[src/include/pss_pkg.sv]
// ****************************************************************
// Shared constants and types of the peripheral share switch control
// ****************************************************************
package pss_pkg;

    // ************************************************************
    // Clock and timing
    // ************************************************************
    localparam int CLK_HZ        = 10_000_000;
    localparam int BLANK_TIME_MS = 100;
    localparam int BLANK_CYCLES  = BLANK_TIME_MS * (CLK_HZ / 1000);
    localparam int POST_TIME_US  = 2000;
    localparam int POST_CYCLES   = POST_TIME_US * (CLK_HZ / 1_000_000);

    // ************************************************************
    // Variant defaults
    // ************************************************************
    localparam int NHOST_DEF = 4;
    localparam int NDISP_DEF = 1;

    // ************************************************************
    // Register port layout
    // ************************************************************
    localparam int ADDR_W = 4;
    localparam int DATA_W = 8;

    localparam logic [ADDR_W-1:0] REG_CTRL   = 4'h0;
    localparam logic [ADDR_W-1:0] REG_STATUS = 4'h1;
    localparam logic [ADDR_W-1:0] REG_EDID   = 4'h2;
    localparam logic [ADDR_W-1:0] REG_LOG    = 4'h3;

    // Control fields and reset value
    localparam int                CTRL_DP_BIT    = 0;
    localparam int                CTRL_GUARD_BIT = 1;
    localparam logic [DATA_W-1:0] CTRL_MASK      = 8'h03;
    localparam logic [DATA_W-1:0] CTRL_RST       = 8'h03;

    // Status fields
    localparam int ST_HOST_LSB      = 0;
    localparam int ST_POST_FAIL_BIT = 4;
    localparam int ST_TAMPER_BIT    = 5;
    localparam int ST_REJECT_BIT    = 6;
    localparam int ST_BLANK_BIT     = 7;

    // ************************************************************
    // Types
    // ************************************************************
    typedef enum logic [1:0]
    {
        MODE_POST,
        MODE_EDID,
        MODE_RUN,
        MODE_FAIL
    } pss_mode_t;

    typedef struct packed
    {
        logic       valid;
        logic [7:0] code;
    } pss_key_t;

    typedef struct packed
    {
        logic       valid;
        logic [7:0] data;
    } pss_mouse_t;

    // One enable per video sub-protocol; a low bit blocks it
    typedef struct packed
    {
        logic cec;
        logic edid_h2d;
        logic copy_prot;
        logic mccs;
        logic arc;
        logic heac;
        logic hec;
        logic edid_d2h;
        logic hpd;
        logic link_train;
        logic video_fwd;
    } pss_vid_pass_t;

endpackage

[src/rtl/pss_switch_ctrl.sv]
// The address-and-strobe port and the register offsets were decided locally.
`timescale 1ns/100ps
`default_nettype none

module pss_switch_ctrl
#(
    parameter int NHOST     = pss_pkg::NHOST_DEF,
    parameter int NDISP     = pss_pkg::NDISP_DEF,
    parameter int POST_CNT  = pss_pkg::POST_CYCLES,
    parameter int BLANK_CNT = pss_pkg::BLANK_CYCLES
)
(
    // Clock and reset
    input  wire logic                          CLK,
    input  wire logic                          RESET_N,
    // Register port
    input  wire logic [pss_pkg::ADDR_W-1:0]    REG_ADDR,
    input  wire logic [pss_pkg::DATA_W-1:0]    REG_WDATA,
    input  wire logic                          REG_WR,
    input  wire logic                          REG_RD,
    output logic      [pss_pkg::DATA_W-1:0]    REG_RDATA,
    // Front panel buttons and peripheral guard
    input  wire logic [NHOST-1:0]              BTN_N,
    input  wire logic                          GUARD_REQ,
    input  wire logic [$clog2(NHOST)-1:0]      GUARD_HOST,
    // Anti-tamper sense
    input  wire logic                          TAMPER_N,
    // Display identification fetch
    output logic      [NDISP-1:0]              EDID_REQ,
    input  wire logic [NDISP-1:0]              EDID_DONE,
    // Keyboard and mouse
    input  wire logic                          KM_ENUM,
    input  wire logic                          KM_DEV_AUTH,
    input  wire pss_pkg::pss_key_t             KBD_IN,
    input  wire pss_pkg::pss_mouse_t           MOUSE_IN,
    output var  pss_pkg::pss_key_t             KBD_OUT,
    output var  pss_pkg::pss_mouse_t           MOUSE_OUT,
    output logic      [NHOST-1:0]              KBD_HOST_SEL,
    output logic      [NHOST-1:0]              MOUSE_HOST_SEL,
    // Video
    output logic      [NHOST-1:0]              VID_HOST_SEL,
    output var  pss_pkg::pss_vid_pass_t        VID_PASS,
    // Audio
    input  wire logic                          AUD_DEV_AUTH,
    output logic                               AUD_PWR_EN,
    output logic      [NHOST-1:0]              AUD_HOST_SEL,
    // Indicators
    output logic      [NHOST-1:0]              LED_HOST,
    output logic      [$clog2(NHOST)-1:0]      OSD_HOST,
    output logic                               OSD_ON,
    output logic                               FAIL_LED,
    output logic                               BUZZER,
    output logic                               REJECT_LED
);
    import pss_pkg::*;

    // ************************************************************
    // Derived sizes and parameter checks
    // ************************************************************
    localparam int HW   = $clog2(NHOST);
    localparam int MAXC = (POST_CNT > BLANK_CNT) ? POST_CNT : BLANK_CNT;
    localparam int TW   = $clog2(MAXC + 1);

    // Host field in status is three bits wide, so at most eight hosts
    if (NHOST < 2 || NHOST > 8 || NDISP < 1 || NDISP > 2 || POST_CNT < 1 || BLANK_CNT < 1)
    begin
        $error("pss_switch_ctrl: unsupported parameter value");
    end

    // ************************************************************
    // State
    // ************************************************************
    typedef struct packed
    {
        pss_mode_t        mode;
        logic [HW-1:0]    sel;
        logic [TW-1:0]    timer;
        logic             blank;
        logic             post_fail;
        logic             tamper_fail;
        logic             reject;
        logic [NDISP-1:0] edid_req;
        logic [NDISP-1:0] edid_got;
        logic [7:0]       ctrl;
        logic [7:0]       rdata;
        logic [7:0]       log_cnt;
        logic [NHOST-1:0] btn_prev;
        pss_key_t         kbd;
        pss_mouse_t       mouse;
        logic [NHOST-1:0] km_sel;
        logic [NHOST-1:0] vid_sel;
        logic [NHOST-1:0] aud_sel;
        logic [NHOST-1:0] led;
        logic [HW-1:0]    osd_host;
        logic             osd_on;
        pss_vid_pass_t    vpass;
        logic             aud_pwr;
        logic             fail_led;
        logic             buzzer;
        logic             reject_led;
    } pss_state_t;

    pss_state_t       s;
    pss_state_t       n;

    logic [NHOST:0]   pin_q;
    logic [NHOST-1:0] btn_p;
    logic             tamper_q;
    logic [NHOST-1:0] press;
    logic             sw_req;
    logic [HW-1:0]    sw_host;
    logic             switching;
    logic             run;
    logic             km_ok;

    // ************************************************************
    // Pin synchronisers for buttons and tamper sense
    // ************************************************************
    pss_sync3
    #(
        .W   (NHOST + 1),
        .RST ('1)
    )
    u_sync
    (
        .CLK     (CLK),
        .RESET_N (RESET_N),
        .D_IN    ({TAMPER_N, BTN_N}),
        .Q_OUT   (pin_q)
    );

    assign btn_p    = ~pin_q[NHOST-1:0];
    assign tamper_q = pin_q[NHOST];

    // One-hot decode of a host number
    function automatic logic [NHOST-1:0] onehot(input logic [HW-1:0] h);
        onehot    = '0;
        onehot[h] = 1'b1;
    endfunction

    // ************************************************************
    // Next-state logic
    // ************************************************************
    always_comb
    begin
        n          = s;
        n.edid_req = '0;
        n.rdata    = '0;
        sw_req     = 1'b0;
        sw_host    = s.sel;
        switching  = 1'b0;
        press      = btn_p & ~s.btn_prev;
        n.btn_prev = btn_p;

        // Software may steer path type and guard enable only
        if (REG_WR && REG_ADDR == REG_CTRL)
        begin
            n.ctrl = REG_WDATA & CTRL_MASK;
        end

        // Read decode exposes status, never keyboard or mouse data
        if (REG_RD)
        begin
            case (REG_ADDR)
                REG_CTRL:
                begin
                    n.rdata = s.ctrl;
                end
                REG_STATUS:
                begin
                    n.rdata[ST_HOST_LSB +: HW]  = s.sel;
                    n.rdata[ST_POST_FAIL_BIT]   = s.post_fail;
                    n.rdata[ST_TAMPER_BIT]      = s.tamper_fail;
                    n.rdata[ST_REJECT_BIT]      = s.reject;
                    n.rdata[ST_BLANK_BIT]       = s.blank;
                end
                REG_EDID:
                begin
                    n.rdata[NDISP-1:0] = s.edid_got;
                end
                REG_LOG:
                begin
                    n.rdata = s.log_cnt;
                end
                default:
                begin
                    n.rdata = '0;
                end
            endcase
        end

        // Each enumeration re-judges the peripheral
        if (KM_ENUM)
        begin
            n.reject = ~KM_DEV_AUTH;
        end

        // Mode sequence: self-test, identification fetch, run, fail
        case (s.mode)
            MODE_POST:
            begin
                n.timer = s.timer + TW'(1);
                if (|btn_p)
                begin
                    n.post_fail = 1'b1;
                end
                if (!tamper_q)
                begin
                    n.post_fail   = 1'b1;
                    n.tamper_fail = 1'b1;
                end
                if (n.post_fail)
                begin
                    n.mode = MODE_FAIL;
                end
                else if (s.timer == TW'(POST_CNT - 1))
                begin
                    n.mode     = MODE_EDID;
                    n.timer    = '0;
                    n.edid_req = ~s.edid_got;
                end
            end
            MODE_EDID:
            begin
                n.edid_got = s.edid_got | EDID_DONE;
                if (!tamper_q)
                begin
                    n.tamper_fail = 1'b1;
                    n.mode        = MODE_FAIL;
                end
                else if (&n.edid_got)
                begin
                    n.mode = MODE_RUN;
                end
            end
            MODE_RUN:
            begin
                if (!tamper_q)
                begin
                    n.tamper_fail = 1'b1;
                    n.mode        = MODE_FAIL;
                end
                else
                begin
                    // Only buttons and guard are sources; lowest button wins
                    for (int i = NHOST - 1; i >= 0; i--)
                    begin
                        if (press[i])
                        begin
                            sw_req  = 1'b1;
                            sw_host = HW'(i);
                        end
                    end
                    if (!sw_req && GUARD_REQ && s.ctrl[CTRL_GUARD_BIT] && GUARD_HOST < NHOST)
                    begin
                        sw_req  = 1'b1;
                        sw_host = GUARD_HOST;
                    end
                    if (sw_req && sw_host != s.sel)
                    begin
                        switching = 1'b1;
                        n.sel     = sw_host;
                        n.blank   = 1'b1;
                        n.timer   = '0;
                        n.log_cnt = s.log_cnt + 8'h01;
                    end
                    else if (s.blank)
                    begin
                        n.timer = s.timer + TW'(1);
                        if (s.timer == TW'(BLANK_CNT - 1))
                        begin
                            n.blank = 1'b0;
                            n.timer = '0;
                        end
                    end
                end
            end
            MODE_FAIL:
            begin
                // Held until reset; nothing but RESET_N leaves this mode
                n.mode = MODE_FAIL;
            end
            default:
            begin
                n.mode = MODE_FAIL;
            end
        endcase

        // All paths and indicators decoded from the one next selection
        run        = (n.mode == MODE_RUN);
        km_ok      = run && !n.reject;
        n.km_sel   = km_ok ? onehot(n.sel) : '0;
        n.vid_sel  = run ? onehot(n.sel) : '0;
        n.aud_sel  = run ? onehot(n.sel) : '0;
        n.led      = run ? onehot(n.sel) : '0;
        n.osd_host = n.sel;
        n.osd_on   = run;

        // Keyboard data held one cycle only and wiped on every switch
        if (km_ok && !n.blank && !switching && KBD_IN.valid)
        begin
            n.kbd = KBD_IN;
        end
        else
        begin
            n.kbd = '0;
        end

        // Mouse follows the keyboard's host, no blanking
        if (km_ok && !switching && MOUSE_IN.valid)
        begin
            n.mouse = MOUSE_IN;
        end
        else
        begin
            n.mouse = '0;
        end

        // Sub-protocol filter: blocked enables stay low in every mode
        n.vpass = '0;
        if (run)
        begin
            n.vpass.edid_d2h   = 1'b1;
            n.vpass.hpd        = 1'b1;
            n.vpass.link_train = n.ctrl[CTRL_DP_BIT];
            n.vpass.video_fwd  = 1'b1;
        end

        // Audio power and failure indications
        n.aud_pwr    = run && AUD_DEV_AUTH;
        n.fail_led   = (n.mode == MODE_FAIL);
        n.buzzer     = (n.mode == MODE_FAIL);
        n.reject_led = n.reject;
    end

    // ************************************************************
    // State register
    // ************************************************************
    always_ff @(posedge CLK or negedge RESET_N)
    begin
        if (!RESET_N)
        begin
            s      <= '0;
            s.mode <= MODE_POST;
            s.sel  <= '0;
            s.ctrl <= CTRL_RST;
        end
        else
        begin
            s <= n;
        end
    end

    // ************************************************************
    // Outputs, each straight from a state flip-flop
    // ************************************************************
    assign REG_RDATA      = s.rdata;
    assign EDID_REQ       = s.edid_req;
    assign KBD_OUT        = s.kbd;
    assign MOUSE_OUT      = s.mouse;
    assign KBD_HOST_SEL   = s.km_sel;
    assign MOUSE_HOST_SEL = s.km_sel;
    assign VID_HOST_SEL   = s.vid_sel;
    assign VID_PASS       = s.vpass;
    assign AUD_PWR_EN     = s.aud_pwr;
    assign AUD_HOST_SEL   = s.aud_sel;
    assign LED_HOST       = s.led;
    assign OSD_HOST       = s.osd_host;
    assign OSD_ON         = s.osd_on;
    assign FAIL_LED       = s.fail_led;
    assign BUZZER         = s.buzzer;
    assign REJECT_LED     = s.reject_led;

endmodule

`default_nettype wire

[src/rtl/pss_sync3.sv]
`timescale 1ns/100ps
`default_nettype none

// ****************************************************************
// Three-stage pin synchroniser with agreement filter
// ****************************************************************
module pss_sync3
#(
    parameter int           W   = 1,
    parameter logic [W-1:0] RST = '1
)
(
    // Clock and reset
    input  wire logic         CLK,
    input  wire logic         RESET_N,
    // Pins and filtered levels
    input  wire logic [W-1:0] D_IN,
    output logic      [W-1:0] Q_OUT
);

    typedef struct packed
    {
        logic [W-1:0] s1;
        logic [W-1:0] s2;
        logic [W-1:0] s3;
        logic [W-1:0] q;
    } pss_sync_t;

    pss_sync_t s;
    pss_sync_t n;

    // Only the second stage looks at the first; a bit moves once stages two and three agree
    always_comb
    begin
        n    = s;
        n.s1 = D_IN;
        n.s2 = s.s1;
        n.s3 = s.s2;
        n.q  = (~(s.s2 ^ s.s3) & s.s3) | ((s.s2 ^ s.s3) & s.q);
    end

    // State register
    always_ff @(posedge CLK or negedge RESET_N)
    begin
        if (!RESET_N)
        begin
            s.s1 <= RST;
            s.s2 <= RST;
            s.s3 <= RST;
            s.q  <= RST;
        end
        else
        begin
            s <= n;
        end
    end

    assign Q_OUT = s.q;

endmodule

`default_nettype wire

[config.mk]
export PLATFORM = sky130hd
export DESIGN_NAME = pss_switch_ctrl
export DESIGN_NICKNAME = d
export VERILOG_FILES = /design/src/include/pss_pkg.sv /design/src/rtl/pss_switch_ctrl.sv /design/src/rtl/pss_sync3.sv
export SDC_FILE = /design/constraint.sdc
export NUM_CORES = 1
export LEC_CHECK = 0
export BUFFER_PORTS_ARGS = -buffer_cell sky130_fd_sc_hd__buf_4
export CAP_MARGIN = 5
export CORE_ASPECT_RATIO = 0.75
export CORE_MARGIN = 2
export CORE_UTILIZATION = 26
export CTS_CLUSTER_SIZE = 24
export DETAILED_ROUTE_END_ITERATION = 8
export PLACE_DENSITY = 0.47
export SYNTH_ARGS = -nofsm -noshare
export SYNTH_HDL_FRONTEND = slang
export SYNTH_HIERARCHICAL = 1
export SYNTH_SLANG_ARGS = --single-unit
[constraint.sdc]
create_clock -name CLK -period 2.4 [get_ports CLK]
set_clock_uncertainty 0.05 [all_clocks]
set_input_delay 0 -clock CLK [delete_from_list [all_inputs] [get_ports CLK]]
set_output_delay 0 -clock CLK [all_outputs]
set_load 0.05 [all_outputs]
Word level (Yosys, flattened, before mapping)
Index checks and enable logic that the tools add are counted.
{"block": "word_totals", "ramBits": 0, "output_inout_bits": 65, "n_memories": 0, "word_cells": 143, "input_bits": 46, "latch_bits": 0, "ff_bits": 105, "rom_bits": 0}
{"block": "classes", "div": 0, "n_mux": 57, "addsub": 2, "reduce_logical": 25, "n_mul": 0, "magnitude_cmp": 2, "shifts": 0, "bitwise": 11, "n_eq_ne": 15}
{"cell": "$mux 21", "n": 3}
{"cell": "$mux 20", "n": 2}
{"cell": "$pmux 20 s2", "n": 1}
{"cell": "$mux 2", "n": 17}
{"cell": "$mux 23", "n": 1}
{"cell": "$mux 1", "n": 21}
{"cell": "$add 20x1->20 const B", "n": 1}
{"cell": "$eq 20x15->1 const B", "n": 1}
{"cell": "$eq 20x20->1 const B", "n": 1}
{"cell": "$mux 9", "n": 2}
{"cell": "$logic_and 1x1->1", "n": 12}
{"cell": "$mux 4", "n": 3}
{"cell": "$and 5x5->5", "n": 2}
{"cell": "$reduce_and 3->1", "n": 3}
{"cell": "$add 8x1->8 const B", "n": 1}
{"cell": "$eq 2x2->1 const B", "n": 4}
{"cell": "$eq 4x2->1 const B", "n": 2}
{"cell": "$mux 8", "n": 1}
{"cell": "$not 4->4", "n": 2}
{"cell": "$pmux 2 s4", "n": 1}
{"cell": "$pmux 4 s2", "n": 1}
{"cell": "$not 5->5", "n": 1}
{"cell": "$or 5x5->5", "n": 1}
{"cell": "$xor 5x5->5", "n": 1}
{"cell": "other kinds (21)", "n": 27}

Longest topological paths before layout
{"block": "logic_depth", "word_depth": 24, "depth_mapped": 9, "mapped_depth_nobuf": 9}

Cells and area by module
Netlist, hierarchy kept.
{"mod": "pss_switch_ctrl", "n_inst": 1, "area_per_inst_um2": 4220.3, "seq_area_each_um2": 2054.5, "cells_per_inst": 425}
{"mod": "pss_sync3", "n_inst": 1, "area_per_inst_um2": 619.3, "seq_area_each_um2": 525.5, "cells_per_inst": 30}

Worst setup path after synthesis
No wires, ideal clock.
{"block": "synth_timing", "path_kind": "reg-to-reg", "startpoint": "reg s[86] (netlist name)", "endpoint": "reg s[98] (netlist name)", "t_arrival_ps": 2239, "stages_incl_launch_ff": 10, "setup_ps": 126, "path_buffers": 2, "period_less_slack_ps": 2415, "setup_slack_ps": -15, "required_ps": 2224, "path_cell_list": "dfrtp_1 ha_1 nand4_1 or2_2 o31ai_1 o32ai_2 buf_6 nor2b_4 buf_6 a221o_1"}
{"block": "synth_via", "elab_chain_len": 6, "word_cells_on_any_way": 10, "cone_classes": "add/sub: 1; eq/ne: 2; mux: 7"}
{"item": "start, declared", "line": "pss_switch_ctrl.sv:103", "source": "pss_state_t s;"}
{"item": "start signal, assigned", "line": "pss_switch_ctrl.sv:350", "source": "s <= n;"}
{"item": "$add 20x1->20 or $eq 20x20->1 (tied branches)", "line": "pss_switch_ctrl.sv:202, pss_switch_ctrl.sv:269, pss_switch_ctrl.sv:270"}
{"item": "$mux 21", "line": "pss_switch_ctrl.sv:270", "source": "if (s.timer == TW'(BLANK_CNT - 1))"}
{"item": "$mux 21", "line": "pss_switch_ctrl.sv:267", "source": "else if (s.blank)"}
{"item": "$mux 21", "line": "pss_switch_ctrl.sv:259", "source": "if (sw_req && sw_host != s.sel)"}
{"item": "$mux 23", "line": "pss_switch_ctrl.sv:238", "source": "if (!tamper_q)"}
{"item": "$pmux 20 s2 *", "line": "pss_switch_ctrl.sv:199", "source": "case (s.mode)"}
Mark *: on every way between the ends. The rest lies on a longest branch, timed or not. The select of a mux whose other input is x is not followed.
A chain may end at the register's enable or synchronous reset.

Worst setup path in the final report
{"block": "layout_timing", "startpoint": "reg s[103] (netlist name)", "endpoint": "reg s[93] (netlist name)"}
{"block": "layout_via", "elab_chain_len": 6, "word_cells_on_any_way": 9, "cone_classes": "eq/ne: 2; mux: 7"}
{"item": "$eq 20x20->1", "line": "pss_switch_ctrl.sv:270"}
{"item": "$mux 21", "line": "pss_switch_ctrl.sv:270"}
{"item": "$mux 21", "line": "pss_switch_ctrl.sv:267"}
{"item": "$mux 21", "line": "pss_switch_ctrl.sv:259"}
{"item": "$mux 23", "line": "pss_switch_ctrl.sv:238"}
{"item": "$pmux 20 s2 *", "line": "pss_switch_ctrl.sv:199"}
Marked as above.

==> results.cfg <==
[critical_path]
end_kind = flip-flop
critPathMaxStageDelay_ps = 510
regToRegEndpoint = s[93]
slowest_stage = or4_1
required_ps = 2580
ff2ff_path_depth = 9
rr_startpoint = s[103]
cp_cell_sequence = or4_1, or3_4, nor4_4, o32ai_4, buf_6, buf_8, buf_6, a22oi_2, o41ai_2
critPathKind = reg2reg
cp-start-kind = flip-flop
ff2ff_setup_slack_ps = -40
path_max_fanout = 7
crit_top_cell = buf_6
cp.arrival_ps = 2620

[drt]
totalWireLength_mm = 11.39
drcViolationCount = 0
via_count = 3595
via_per_inst = 4.285
routedWlPerCell_um = 13.57
antenna_left = 0
dr.pass1.iters = 5
initialDrtViolationCount = 312

[placement]
port_buffers = 97
gp_congestion = 0.8808
dp_hpwl_mm = 8.343
dp.cells = 776
dpl_worst_slack_ps = -365.9
placed_cell_area_um2 = 5727

[final_layout]
diodes = 0
drive_above_1_share_pct = 39.02
area_delta_synth_final_pct = 37.56
fill_cells = 1810
final_core_util_pct = 36.29
post-route-cell-area_um2 = 6658
final_nets = 639
stdcell_count = 839

[clock_tree]
clk_pin_slew_worst_paths_ps = 70
htree_num_levels = 3
cts_buffers = 9
cts_tree = built
clockBufferDepth = 2
clk_latency_ps = 350
root_buffer = clkbuf_16
clkSinkCount = 102

[logic_synthesis]
netlist_instances = 455
yosysWarnings = 6
synthTopCellsByCount = dfrtp_1 (80), buf_4 (65), nor2_1 (38)
synth.top_cell.area_share_pct = 41.37
ys_types = 58
ys_seq_elements = 102
synth_edf_count = 0
synth_area_um2 = 4840
yosys.area.top_type = dfrtp_1
synthFlopType = dfrtp_1
synth_area_per_cell_um2 = 10.64
post_synth_main_area_contributors = dfrtp_1 (41%), dfstp_2 (12%), buf_4 (10%)
ys_seq_area_share_pct = 53.31
synthArstFlopShare_pct = 100.0
synth_most_common_cell = dfrtp_1

[global_route]
overflow = 0
grt_max_degree = 74
grt_usage_pct = 11.90
antenna_found_initial = 0
grt_pass1_wl_mm = 18.38
grt_pass1_vias = 3528

[pwr]
power_mw = 3.725
powerDensity_nw_per_um2 = 559.6
peakVddDrop_mv = 0.2725
static-leakage-power_nw = 3.106

[die]
die_height_um = 122.2
die-area_um2 = 19730
initial_core_util_pct = 26.38
die_w_um = 161.5
core_area_um2 = 18350
ios = 111
rows = 43

[outcome]
failed_checks = setup timing
status = finished with violations

[timing]
slew_headroom_pct = 63.13
min_period_over_period_pct = 101.8
worst_pin_slew_ps = 537.7
max_freq_mhz = 409.3
period_needed_ps = 2443
holdWs_ps = 9.219
slew_viol_final = 0
finalSetupViolations = 7
finalSetupTns_ps = -251.4
hold_violations = 0
rsz0062_at_grt = yes
layout_setup_ws_ps = -43.00

[worst_hold_path]
holdPathStages = 4
hp-class = in2reg
hold_path.startpoint = REG_ADDR[2]
hold_end = REG_RDATA[5]

[run]
maxCapViolCount = 0
[state kept, by name, summed over array words and instances, names as in the netlist, 2 cells and up, named ones only]
register      cells
OSD_HOST          2
s                40
u_sync/s          5
u_sync/n         10
KBD_OUT           9
MOUSE_OUT         9
LED_HOST          4
REG_RDATA         8
KBD_HOST_SEL      4
[how the worst max path moves through the flow]
stage / start / end / slack, ps / depth (start not counted)
finish: s[103] / s[93] / -40 / 9
global route: s[103] / s[93] / -180 / 9
CTS: s[103] / s[90] / -60 / 8
detailed placement: flip-flop / KBD_OUT[5] / -370 / 7
global placement: flip-flop / KBD_OUT[6] / -250 / 7
floorplan: s[86] / s[98] / 4 / 9
[critical path: cells and delay by family, from the launching register on]
| kind | cells | cell delay (ps) |
|---|---|---|
| AOI/OAI and AO/OA | 3 | 390 |
| buffers and inverters | 3 | 380 |
| DFF | 1 | 380 |
| and+or+nand+nor | 3 | 1100 |
[per-layer routing]
metal	GRT usage, %	up-vias	wire, um
li1	-	1763	-
met1	16.64	1720	5591
met2	18.22	99	4965
met3	3.507	13	692
met4	2.679	0	138
met5	0	-	0
[layout make-up]
type	instances	area, um^2	share of cell area, %
clock inverter	7	96.34	1.447
clock buffer	9	225.2	3.383
inverter	29	108.9	1.635
timing repair buffer	190	1582	23.75
multi-input combinational	255	1757	26.39
tap	247	309.0	4.642
sequential	102	2580	38.75
[cell families (layout without fill, tap and decap cells)]
| family | count (synthesis) | in the layout | share of synthesized area [%] |
|---|---|---|---|
| adder cells (fa/ha/maj) | 11 | 11 | 2.714 |
| AND/OR/NAND/NOR | 138 | 138 | 14.79 |
| multiplexers | 7 | 7 | 1.499 |
| AO/OA/AOI/OAI | 85 | 85 | 12.88 |
| other | 1 | 7 | 0.07749 |
| XOR/XNOR | 7 | 7 | 1.267 |
| buffers and inverters | 104 | 235 | 13.47 |
| flip-flops | 102 | 102 | 53.31 |
[timing repair]
action	4_1_cts	5_1_grt
resized for setup	11	22
gates cloned	0	1
endpoints found under the setup margin	40	47
endpoints found under the hold margin	117	0
setup buffers	9	6
hold buffers	36	0
pin swaps	7	9
[power by group]
group          internal, mW  total (mW)  switching (mW)
combinational         0.169       0.340           0.171
clock                 0.918        1.58           0.661
sequential             1.78        1.81          0.0271
total                  2.87        3.73           0.859
[cell usage in the layout (no fill, tap or decap), types with 6 or more instances in the layout]
cell type and count:
buf_4 146, dfrtp_1 80, dlygate4sd3_1 36, nor2_1 30, inv_1 28, nand2_1 26, dfstp_2 22, nand3_1 13
nand4_1 12, and2_1 12, a21oi_1 10, a22o_1 10, and3_1 10, clkbuf_16 10, nor2_2 8, a21o_1 8
o22ai_1 7, xnor2_1 7, conb_1 7, nor3_1 6, a22oi_1 6, ha_1 6
No activity file was read; power rests on OpenSTA's default activity.
